`config.mk`:
```
export PLATFORM = sky130hd
export DESIGN_NAME = dgct_top
export DESIGN_NICKNAME = d
export VERILOG_FILES = /design/src/dgct_pkg.sv /design/src/dgct_top.sv /design/src/dgct_prescaler.sv /design/src/dgct_timer_unit.sv
export SDC_FILE = /design/constraint.sdc
export NUM_CORES = 1
export LEC_CHECK = 0
export ABC_AREA = 1
export ABC_CLOCK_PERIOD_IN_PS = 1820
export BUFFER_PORTS_ARGS = -buffer_cell sky130_fd_sc_hd__buf_2
export CORE_ASPECT_RATIO = 1.5
export CORE_UTILIZATION = 34
export CTS_BUF_LIST = sky130_fd_sc_hd__clkbuf_16
export CTS_CLUSTER_DIAMETER = 80
export CTS_CLUSTER_SIZE = 12
export DETAILED_ROUTE_END_ITERATION = 6
export GPL_TIMING_DRIVEN = 0
export PLACE_DENSITY = 0.53
export SLEW_MARGIN = 40
export SYNTH_ARGS = -nofsm -noshare
export SYNTH_HDL_FRONTEND = slang
export SYNTH_HIERARCHICAL = 1
export SYNTH_SLANG_ARGS = --single-unit
```
`constraint.sdc`:
```
create_clock -name sys_clk -period 1.82 [get_ports sys_clk]
set_input_delay 0.546 -clock sys_clk [delete_from_list [all_inputs] [get_ports sys_clk]]
set_output_delay 0.546 -clock sys_clk [all_outputs]
set_load 0.02 [all_outputs]
```
`src/dgct_pkg.sv`:
```
// dgct_pkg: register map, field positions, reset values, modes and
// count helpers for the dual 13-bit gated counter/timer.
// assumes: 32-bit apb data, one aligned word per register.
package dgct_pkg;

  // register byte addresses
  localparam logic [7:0] OFS_CONTROL   = 8'h00; // timer_control_reg
  localparam logic [7:0] OFS_MODE      = 8'h04; // timer_mode_reg
  localparam logic [7:0] OFS_CLOCK     = 8'h08; // clock_control_reg
  localparam logic [7:0] OFS_EXTCFG    = 8'h0c; // ext_input_config_reg
  localparam logic [7:0] OFS_IRQ_EN    = 8'h10; // interrupt_enable_reg
  localparam logic [7:0] OFS_A_LOW     = 8'h14;
  localparam logic [7:0] OFS_A_HIGH    = 8'h18;
  localparam logic [7:0] OFS_B_LOW     = 8'h1c;
  localparam logic [7:0] OFS_B_HIGH    = 8'h20;

  // timer_control_reg bits
  localparam int BIT_FLAG_B = 7;
  localparam int BIT_RUN_B  = 6;
  localparam int BIT_FLAG_A = 5;
  localparam int BIT_RUN_A  = 4;
  // timer_mode_reg: timer a in bits 3:0, timer b in bits 7:4
  localparam int MODE_B_OFS   = 4;
  localparam int BIT_SRC_SEL  = 2; // count source select within nibble
  localparam int BIT_GATE_SEL = 3; // gate select within nibble
  // clock_control_reg bits
  localparam int BIT_SYSCLK_A = 3;
  localparam int BIT_SYSCLK_B = 4;
  // ext_input_config_reg bits
  localparam int BIT_POL_A = 3;
  localparam int BIT_POL_B = 7;
  // interrupt_enable_reg bits
  localparam int BIT_IRQ_EN_A = 1;
  localparam int BIT_IRQ_EN_B = 3;

  localparam logic [7:0]  RESET_BYTE  = 8'h00;
  localparam logic [15:0] RESET_COUNT = 16'h0000;
  localparam logic [31:0] READ_ZERO   = 32'h0000_0000;

  // prescale divisor defaults (scale 0..2 on sys_clk, 3 on external ticks)
  localparam int DIV_SCALE0 = 12;
  localparam int DIV_SCALE1 = 4;
  localparam int DIV_SCALE2 = 48;
  localparam int DIV_EXT    = 8;

  typedef enum logic [1:0] {
    DGCT_MODE_13BIT  = 2'b00,
    DGCT_MODE_16BIT  = 2'b01,
    DGCT_MODE_RELOAD = 2'b10,
    DGCT_MODE_SPLIT  = 2'b11
  } dgct_mode_e;

  localparam logic [12:0] MAX13 = 13'h1fff;
  localparam logic [15:0] MAX16 = 16'hffff;

  // next count value for one step in the given mode
  function automatic logic [15:0] next_count(input logic [1:0] mode, input logic [15:0] c);
    logic [12:0] v;
    v = {c[15:8], c[4:0]} + 13'h0001;
    if (mode == DGCT_MODE_13BIT) begin
      next_count = {v[12:5], c[7:5], v[4:0]};
    end else begin
      next_count = c + 16'h0001;
    end
  endfunction

  // count is at its top value for the given mode
  function automatic logic at_top(input logic [1:0] mode, input logic [15:0] c);
    if (mode == DGCT_MODE_13BIT) begin
      at_top = ({c[15:8], c[4:0]} == MAX13);
    end else begin
      at_top = (c == MAX16);
    end
  endfunction

endpackage

```
`src/dgct_top.sv`:
```
// dgct_top: dual 13-bit gated counter/timer with apb register access.
// assumes: apb master on sys_clk; pins synchronous to sys_clk.
module dgct_top #(
  parameter int DIV0 = dgct_pkg::DIV_SCALE0,
  parameter int DIV1 = dgct_pkg::DIV_SCALE1,
  parameter int DIV2 = dgct_pkg::DIV_SCALE2,
  parameter int DIV3 = dgct_pkg::DIV_EXT
) (
  // clock and reset
  input  wire logic        sys_clk,
  input  wire logic        reset_n,
  // apb slave
  input  wire logic        psel,
  input  wire logic        penable,
  input  wire logic        pwrite,
  input  wire logic [7:0]  paddr,
  input  wire logic [31:0] pwdata,
  output logic [31:0]      prdata,
  output logic             pready,
  output logic             pslverr,
  // event and gate pins
  input  wire logic        event_pin_a,
  input  wire logic        event_pin_b,
  input  wire logic        gate_input_a,
  input  wire logic        gate_input_b,
  input  wire logic        ext_osc_tick,
  // interrupt request and acknowledge
  output logic             irq_req_a,
  output logic             irq_req_b,
  input  wire logic        irq_ack_a,
  input  wire logic        irq_ack_b
);

  // control state
  logic        timer_a_run_bit;
  logic        timer_b_run_bit;
  logic        timer_a_overflow_flag;
  logic        timer_b_overflow_flag;
  logic [7:0]  timer_mode_reg;
  logic [1:0]  prescale_select_field;
  logic        timer_a_sysclk_select;
  logic        timer_b_sysclk_select;
  logic        gate_a_polarity;
  logic        gate_b_polarity;
  logic        timer_a_irq_enable;
  logic        timer_b_irq_enable;
  logic [31:0] prdata_reg;
  logic        presc_tick;
  logic [7:0]  timer_a_low_byte;
  logic [7:0]  timer_a_high_byte;
  logic [7:0]  timer_b_low_byte;
  logic [7:0]  timer_b_high_byte;
  logic        ovf_a;
  logic        ovf_b;

  // address decode and strobes
  wire hit_ctrl  = (paddr == dgct_pkg::OFS_CONTROL);
  wire hit_mode  = (paddr == dgct_pkg::OFS_MODE);
  wire hit_clk   = (paddr == dgct_pkg::OFS_CLOCK);
  wire hit_ext   = (paddr == dgct_pkg::OFS_EXTCFG);
  wire hit_ien   = (paddr == dgct_pkg::OFS_IRQ_EN);
  wire hit_a_lo  = (paddr == dgct_pkg::OFS_A_LOW);
  wire hit_a_hi  = (paddr == dgct_pkg::OFS_A_HIGH);
  wire hit_b_lo  = (paddr == dgct_pkg::OFS_B_LOW);
  wire hit_b_hi  = (paddr == dgct_pkg::OFS_B_HIGH);
  wire addr_hit  = hit_ctrl | hit_mode | hit_clk | hit_ext | hit_ien |
                   hit_a_lo | hit_a_hi | hit_b_lo | hit_b_hi;
  wire access    = psel && penable;
  wire setup     = psel && !penable;
  wire wr_en     = access && pwrite && addr_hit;
  wire wr_ctrl   = wr_en && hit_ctrl;
  wire wr_a_lo   = wr_en && hit_a_lo;
  wire wr_a_hi   = wr_en && hit_a_hi;
  wire wr_b_lo   = wr_en && hit_b_lo;
  wire wr_b_hi   = wr_en && hit_b_hi;

  // gating: run bit and, when selected, the gate pin at its active level
  wire timer_a_gate_select = timer_mode_reg[dgct_pkg::BIT_GATE_SEL];
  wire timer_b_gate_select = timer_mode_reg[dgct_pkg::MODE_B_OFS + dgct_pkg::BIT_GATE_SEL];
  wire gate_active_a = (gate_input_a == gate_a_polarity);
  wire gate_active_b = (gate_input_b == gate_b_polarity);
  wire enable_a = timer_a_run_bit && (!timer_a_gate_select || gate_active_a);
  wire enable_b = timer_b_run_bit && (!timer_b_gate_select || gate_active_b);

  // read data mux
  wire [7:0] ctrl_rd = {timer_b_overflow_flag, timer_b_run_bit,
                        timer_a_overflow_flag, timer_a_run_bit, 4'h0};
  wire [7:0] clk_rd  = {3'h0, timer_b_sysclk_select, timer_a_sysclk_select,
                        1'b0, prescale_select_field};
  wire [7:0] ext_rd  = {gate_b_polarity, 3'h0, gate_a_polarity, 3'h0};
  wire [7:0] ien_rd  = {4'h0, timer_b_irq_enable, 1'b0, timer_a_irq_enable, 1'b0};
  wire [7:0] rd_byte = hit_ctrl ? ctrl_rd :
                       hit_mode ? timer_mode_reg :
                       hit_clk  ? clk_rd :
                       hit_ext  ? ext_rd :
                       hit_ien  ? ien_rd :
                       hit_a_lo ? timer_a_low_byte :
                       hit_a_hi ? timer_a_high_byte :
                       hit_b_lo ? timer_b_low_byte :
                       hit_b_hi ? timer_b_high_byte : dgct_pkg::RESET_BYTE;

  // overflow flags: hardware set wins over software clear or acknowledge
  wire flag_a_next = ovf_a ||
                     (wr_ctrl ? pwdata[dgct_pkg::BIT_FLAG_A] :
                      (irq_ack_a ? 1'b0 : timer_a_overflow_flag));
  wire flag_b_next = ovf_b ||
                     (wr_ctrl ? pwdata[dgct_pkg::BIT_FLAG_B] :
                      (irq_ack_b ? 1'b0 : timer_b_overflow_flag));

  // control registers; run bits touch only run state, never the count
  always_ff @(posedge sys_clk or negedge reset_n) begin
    if (!reset_n) begin
      timer_a_run_bit       <= 1'b0;
      timer_b_run_bit       <= 1'b0;
      timer_a_overflow_flag <= 1'b0;
      timer_b_overflow_flag <= 1'b0;
      timer_mode_reg        <= dgct_pkg::RESET_BYTE;
      prescale_select_field <= 2'b00;
      timer_a_sysclk_select <= 1'b0;
      timer_b_sysclk_select <= 1'b0;
      gate_a_polarity       <= 1'b0;
      gate_b_polarity       <= 1'b0;
      timer_a_irq_enable    <= 1'b0;
      timer_b_irq_enable    <= 1'b0;
    end else begin
      timer_a_overflow_flag <= flag_a_next;
      timer_b_overflow_flag <= flag_b_next;
      if (wr_ctrl) begin
        timer_a_run_bit <= pwdata[dgct_pkg::BIT_RUN_A];
        timer_b_run_bit <= pwdata[dgct_pkg::BIT_RUN_B];
      end
      if (wr_en && hit_mode) begin
        timer_mode_reg <= pwdata[7:0];
      end
      if (wr_en && hit_clk) begin
        prescale_select_field <= pwdata[1:0];
        timer_a_sysclk_select <= pwdata[dgct_pkg::BIT_SYSCLK_A];
        timer_b_sysclk_select <= pwdata[dgct_pkg::BIT_SYSCLK_B];
      end
      if (wr_en && hit_ext) begin
        gate_a_polarity <= pwdata[dgct_pkg::BIT_POL_A];
        gate_b_polarity <= pwdata[dgct_pkg::BIT_POL_B];
      end
      if (wr_en && hit_ien) begin
        timer_a_irq_enable <= pwdata[dgct_pkg::BIT_IRQ_EN_A];
        timer_b_irq_enable <= pwdata[dgct_pkg::BIT_IRQ_EN_B];
      end
    end
  end

  // read data captured in the setup cycle, presented in the access cycle
  always_ff @(posedge sys_clk or negedge reset_n) begin
    if (!reset_n) begin
      prdata_reg <= dgct_pkg::READ_ZERO;
    end else if (setup) begin
      prdata_reg <= {24'h000000, rd_byte};
    end
  end

  // apb answer: zero wait states, error on unmapped address
  assign prdata    = prdata_reg;
  assign pready    = 1'b1;
  assign pslverr   = access && !addr_hit;
  assign irq_req_a = timer_a_overflow_flag && timer_a_irq_enable;
  assign irq_req_b = timer_b_overflow_flag && timer_b_irq_enable;

  dgct_prescaler #(
    .DIV0 (DIV0),
    .DIV1 (DIV1),
    .DIV2 (DIV2),
    .DIV3 (DIV3)
  ) u_presc (
    .sys_clk               (sys_clk),
    .reset_n               (reset_n),
    .prescale_select_field (prescale_select_field),
    .ext_osc_tick          (ext_osc_tick),
    .presc_tick            (presc_tick)
  );

  dgct_timer_unit u_timer_a (
    .sys_clk             (sys_clk),
    .reset_n             (reset_n),
    .mode                (timer_mode_reg[1:0]),
    .count_source_select (timer_mode_reg[dgct_pkg::BIT_SRC_SEL]),
    .sysclk_select       (timer_a_sysclk_select),
    .count_enable        (enable_a),
    .presc_tick          (presc_tick),
    .event_pin           (event_pin_a),
    .wr_low              (wr_a_lo),
    .wr_high             (wr_a_hi),
    .wr_data             (pwdata[7:0]),
    .low_byte            (timer_a_low_byte),
    .high_byte           (timer_a_high_byte),
    .overflow            (ovf_a)
  );

  dgct_timer_unit u_timer_b (
    .sys_clk             (sys_clk),
    .reset_n             (reset_n),
    .mode                (timer_mode_reg[dgct_pkg::MODE_B_OFS +: 2]),
    .count_source_select (timer_mode_reg[dgct_pkg::MODE_B_OFS + dgct_pkg::BIT_SRC_SEL]),
    .sysclk_select       (timer_b_sysclk_select),
    .count_enable        (enable_b),
    .presc_tick          (presc_tick),
    .event_pin           (event_pin_b),
    .wr_low              (wr_b_lo),
    .wr_high             (wr_b_hi),
    .wr_data             (pwdata[7:0]),
    .low_byte            (timer_b_low_byte),
    .high_byte           (timer_b_high_byte),
    .overflow            (ovf_b)
  );

  // checks on flags, gating and bus answers
  wire [15:0] cnt_a   = {timer_a_high_byte, timer_a_low_byte};
  wire        wr_a_any = wr_a_lo || wr_a_hi;
endmodule

```
`src/dgct_prescaler.sv`:
```
// dgct_prescaler: shared prescaled clock tick for both timers.
// assumes: ext_osc_tick is a one-cycle pulse synchronous to sys_clk.
module dgct_prescaler #(
  parameter int DIV0 = dgct_pkg::DIV_SCALE0,
  parameter int DIV1 = dgct_pkg::DIV_SCALE1,
  parameter int DIV2 = dgct_pkg::DIV_SCALE2,
  parameter int DIV3 = dgct_pkg::DIV_EXT
) (
  // clock and reset
  input  wire logic       sys_clk,
  input  wire logic       reset_n,
  // selection and sources
  input  wire logic [1:0] prescale_select_field,
  input  wire logic       ext_osc_tick,
  // tick out
  output logic            presc_tick
);

  logic [7:0] div_cnt_reg;
  logic [1:0] scale_prev_reg;
  logic       presc_tick_reg;
  wire  [7:0] div_last = (prescale_select_field == 2'b00) ? 8'(DIV0 - 1) :
                         (prescale_select_field == 2'b01) ? 8'(DIV1 - 1) :
                         (prescale_select_field == 2'b10) ? 8'(DIV2 - 1) : 8'(DIV3 - 1);
  wire        src_step = (prescale_select_field == 2'b11) ? ext_osc_tick : 1'b1;
  wire        restart  = (scale_prev_reg != prescale_select_field);
  wire        wrap     = src_step && (div_cnt_reg >= div_last);

  // divider restarts whenever the scale changes
  always_ff @(posedge sys_clk or negedge reset_n) begin
    if (!reset_n) begin
      div_cnt_reg    <= 8'h00;
      scale_prev_reg <= 2'b00;
      presc_tick_reg <= 1'b0;
    end else begin
      scale_prev_reg <= prescale_select_field;
      presc_tick_reg <= wrap && !restart;
      if (restart || wrap) begin
        div_cnt_reg <= 8'h00;
      end else if (src_step) begin
        div_cnt_reg <= div_cnt_reg + 8'h01;
      end
    end
  end

  assign presc_tick = presc_tick_reg;

endmodule

```
`src/dgct_timer_unit.sv`:
```
// dgct_timer_unit: one counter/timer, count bytes and source choice.
// assumes: enable, gating and pins already synchronous to sys_clk.
module dgct_timer_unit (
  // clock and reset
  input  wire logic       sys_clk,
  input  wire logic       reset_n,
  // configuration
  input  wire logic [1:0] mode,
  input  wire logic       count_source_select,
  input  wire logic       sysclk_select,
  input  wire logic       count_enable,
  // count sources
  input  wire logic       presc_tick,
  input  wire logic       event_pin,
  // byte writes
  input  wire logic       wr_low,
  input  wire logic       wr_high,
  input  wire logic [7:0] wr_data,
  // state
  output logic [7:0]      low_byte,
  output logic [7:0]      high_byte,
  output logic            overflow
);

  logic [15:0] count_reg;
  logic [15:0] count_next;
  logic        pin_reg;
  logic        pin_prev_reg;

  // falling edge of the sampled event pin
  wire event_fall = pin_prev_reg && !pin_reg;
  wire tick       = count_source_select ? event_fall :
                    (sysclk_select ? 1'b1 : presc_tick);
  wire mode_ok    = (mode == dgct_pkg::DGCT_MODE_13BIT) || (mode == dgct_pkg::DGCT_MODE_16BIT);
  wire step       = count_enable && tick && mode_ok;

  // next count: byte writes win over a step in the same cycle
  always_comb begin
    count_next = count_reg;
    if (wr_low) begin
      count_next = {count_reg[15:8], wr_data};
    end else if (wr_high) begin
      count_next = {wr_data, count_reg[7:0]};
    end else if (step) begin
      count_next = dgct_pkg::next_count(mode, count_reg);
    end
  end

  // count register and event pin sampling
  always_ff @(posedge sys_clk or negedge reset_n) begin
    if (!reset_n) begin
      count_reg    <= dgct_pkg::RESET_COUNT;
      pin_reg      <= 1'b1;
      pin_prev_reg <= 1'b1;
    end else begin
      count_reg    <= count_next;
      pin_reg      <= event_pin;
      pin_prev_reg <= pin_reg;
    end
  end

  assign overflow  = step && !wr_low && !wr_high && dgct_pkg::at_top(mode, count_reg);
  assign low_byte  = count_reg[7:0];
  assign high_byte = count_reg[15:8];
endmodule

```
==> results.json <==
{
  "path_max_fanout": 4,
  "routed_wl_mm": 18.0,
  "core_area_um2": 16300,
  "gp_congestion": 0.948,
  "tightest_slew_ns": 0.545,
  "antenna_found_initial": 0,
  "cts_buffers": 9,
  "cts_tree": "built",
  "place_hpwl_mm": 13.6,
  "wl_per_cell_um": 15.2,
  "worstSetupEndpointType": "output pin",
  "drc_errors": 0,
  "ant_nets": 0,
  "clock_power_share": 0.404,
  "diodes": 0,
  "cts.clk_slew.worst_paths_ns": 0.07,
  "combPwrFrac": 0.163,
  "layout-drive-gt1-share": 0.289,
  "design_area_um2": 7360,
  "status": "complete, but fails checks",
  "chipHeight_um": 160,
  "synthDistinctLibCells": 37,
  "ys_ff_latch": 75,
  "place_area_um2": 6390,
  "top_layer_used": "met4",
  "max_freq_mhz": 481,
  "io_buffers": 38,
  "max-cap-violations": 0,
  "fin_crit_sh": 1.14,
  "start_kind": "input port",
  "switchingPower_mw": 1.28,
  "grt_max_degree": 57,
  "synth_cells": 868,
  "vias": 5740,
  "die_x_um": 108,
  "rsz0062_at_grt": "true",
  "drt_iter0_markers": 348,
  "seqPwrFrac": 0.433,
  "maxSlewViolCount": 0,
  "syn_to_final_growth_pct": 29.3,
  "core.rowCount": 57,
  "holdWs_ns": 0.0420,
  "fin_nets": 1033,
  "crit_arrival_ns": 1.53,
  "met1Wirelength_mm": 7.31,
  "grt-ovfl-total": 0,
  "grt_pass1_wl_mm": 28.6,
  "clkSinkCount": 75,
  "internal_power_mw": 2.92,
  "cts_buffer_depth": 2,
  "power.leakage_nw": 3.73,
  "syn_area_per_cell_um2": 6.56,
  "fin_skew_ns": 0.00789,
  "setup_viol": 35,
  "crit_type": "in -> out",
  "cp.required_ns": 1.27,
  "htree_levels": 3,
  "hp-class": "in -> async",
  "sw_frac_of_total": 0.305,
  "ff2ff_path_depth": 11,
  "dr_wl_met3_um": 601,
  "cts.root.buffer_cell": "clkbuf_16",
  "synth_seq_area_share": 0.331,
  "via_per_inst": 4.84,
  "die-area_um2": 17300,
  "violations": "negative setup slack",
  "n_fill_cell": 1696,
  "clkLatencyLatePin_ns": 0.34,
  "grt_usage": 0.218,
  "synth_area_um2": 5690,
  "vdd_drop_max_v": 0.000384,
  "power.density_nw_per_um2": 571,
  "dp_slack_ns": -0.934,
  "final_hold_viol_count": 0,
  "setup_ws_ns": -0.258,
  "met2WireLength_mm": 9.54,
  "ys.warnings.count": 6,
  "period_minus_slack_ns": 2.08,
  "dr.pass1.iters": 5,
  "initial_utilization": 0.350,
  "io_pins": 88,
  "grt_pass1_vias": 5506,
  "p_total_mw": 4.20,
  "slew_headroom": 0.636
}
cell usage after synthesis:
master | instances | area share
clkbuf_1 | 1 | 0.00066
dfstp_2 | 4 | 0.018
o21ai_1 | 8 | 0.0070
or2_2 | 3 | 0.0033
o21ai_2 | 10 | 0.015
nand3_4 | 3 | 0.0092
nand2_1 | 301 | 0.20
nor3_1 | 5 | 0.0044
o211ai_1 | 4 | 0.0053
nor2_1 | 90 | 0.059
a22oi_1 | 2 | 0.0026
inv_1 | 84 | 0.055
nand2_4 | 4 | 0.0079
a21oi_1 | 28 | 0.025
and3_1 | 1 | 0.0011
o21ai_0 | 33 | 0.029
ha_1 | 6 | 0.013
buf_1 | 1 | 0.00066
nand3_1 | 72 | 0.063
buf_4 | 25 | 0.033
buf_2 | 9 | 0.0079
nor2_2 | 14 | 0.015
nand2_2 | 11 | 0.012
o22ai_1 | 4 | 0.0044
xnor2_1 | 3 | 0.0046
nor3_2 | 1 | 0.0018
nand3b_1 | 4 | 0.0053
dfrtp_1 | 71 | 0.31
xor2_1 | 7 | 0.011
nand3_2 | 6 | 0.011
buf_8 | 1 | 0.0026
inv_2 | 14 | 0.0092
nor2_4 | 10 | 0.020
clkbuf_2 | 2 | 0.0018
nand4_1 | 23 | 0.025
a21oi_4 | 1 | 0.0029
conb_1 | 2 | 0.0013
path summary, 6_finish.rpt:
| kind | slack, ns | from | to |
|---|---|---|---|
| max in group asynchronous | 1.17 | reset_n | u_timer_a/pin_reg$_DFF_PN1_ |
| min in group sys_clk | 0.30 | event_pin_b | u_timer_b/pin_reg$_DFF_PN1_ |
| setup / recovery | -0.26 | paddr[0] | pslverr |
| hold reg to reg | 0.37 | u_timer_b/pin_reg$_DFF_PN1_ | u_timer_b/pin_prev_reg$_DFF_PN1_ |
| setup reg to reg | -0.10 | gate_a_polarity$_DFFE_PN0P_ | u_timer_a/count_reg[4]$_DFFE_PN0P_ |
| hold / removal | 0.04 | reset_n | timer_b_run_bit$_DFFE_PN0P_ |
layer usage:
metal,GRT usage,vias to the layer above
li1,-,2935
met1,0.248,2633
met5,0,-
met4,0.103,0
met3,0.0231,36
met2,0.398,136
stage by stage:
step | utilization | std cells | TNS, ns
after floorplan | - | 891 | -7.42
after global placement | 0.391 | 1135 | -61.83
after detailed placement | 0.393 | 1136 | -30.51
after CTS | 0.441 | 1180 | -3.14
after global routing | 0.453 | 1186 | -7.82
final | 0.453 | 1186 | -4.49
cell families (layout without fill, tap and decap cells):
group,Yosys count,in the layout,synth area share
other,2,25,0.00132
and+or+nand+nor,548,548,0.437
DFF,75,75,0.331
buffers and inverters,137,226,0.111
xor gates and xnor gates,10,10,0.0154
AOI/OAI and AO/OA,90,90,0.0912
adders and majority gates,6,6,0.0132
final cells by class:
class | count | area [um2] | share of cell area
Clock inverter | 7 | 51.3 | 0.00697
Inverter | 98 | 387 | 0.0525
Clock buffer | 9 | 225 | 0.0306
Tap cell | 206 | 258 | 0.0350
Buffer | 38 | 300 | 0.0408
Multi-Input combinational cell | 679 | 3660 | 0.498
Timing Repair Buffer | 74 | 593 | 0.0806
Sequential cell | 75 | 1880 | 0.256
power by group through the flow:
stage	registers [mW]	logic [mW]	clock network, mW
floorplan	1.83	0.467	0
global placement	1.85	0.646	0
detailed placement	1.85	0.663	0
CTS	1.82	0.690	1.75
global route	1.83	0.791	1.81
finish	1.82	0.685	1.70
repair_timing:
item | 4_1_cts | 5_1_grt
gates resized for setup | 84 | 40
setup buffers | 28 | 6
gates cloned | 1 | 0
pin swaps | 41 | 24
setup endpoints to repair | 35 | 38
hold buffers | 0 | 0
placed cells by master (no fill, tap or decap), types with 3 or more instances in the layout:
cell type and count:
dfstp_2 4, o211ai_1 4, nand3_1 67, nor2_4 28, buf_4 54, buf_6 17
nand4_1 23, a21oi_1 20, inv_4 6, or2_2 3, ha_1 6, a21oi_4 3
nand3_2 9, o21ai_1 14, buf_8 4, nand2_4 14, nor2_1 68, o21ai_2 13
o21ai_0 24, xor2_1 7, nor2_2 18, nor3_2 3, nand2_1 281, nand2_2 20
nand3b_1 4, inv_2 18, xnor2_1 3, nand3_4 5, conb_1 25, a21oi_2 6
clkbuf_16 9, clkinvlp_4 5, dfrtp_1 71, inv_1 73, buf_2 31
critical path: stages:
cell     delay (ns)
buf_8          0.10
nor2_4         0.18
nand2_4        0.10
inv_4          0.09
nand2_2        0.05
inv_2          0.07
nor2_4         0.04
nand3_4        0.13
nor2_1         0.06
buf_4          0.15
No activity file was read; power rests on OpenSTA's default activity.
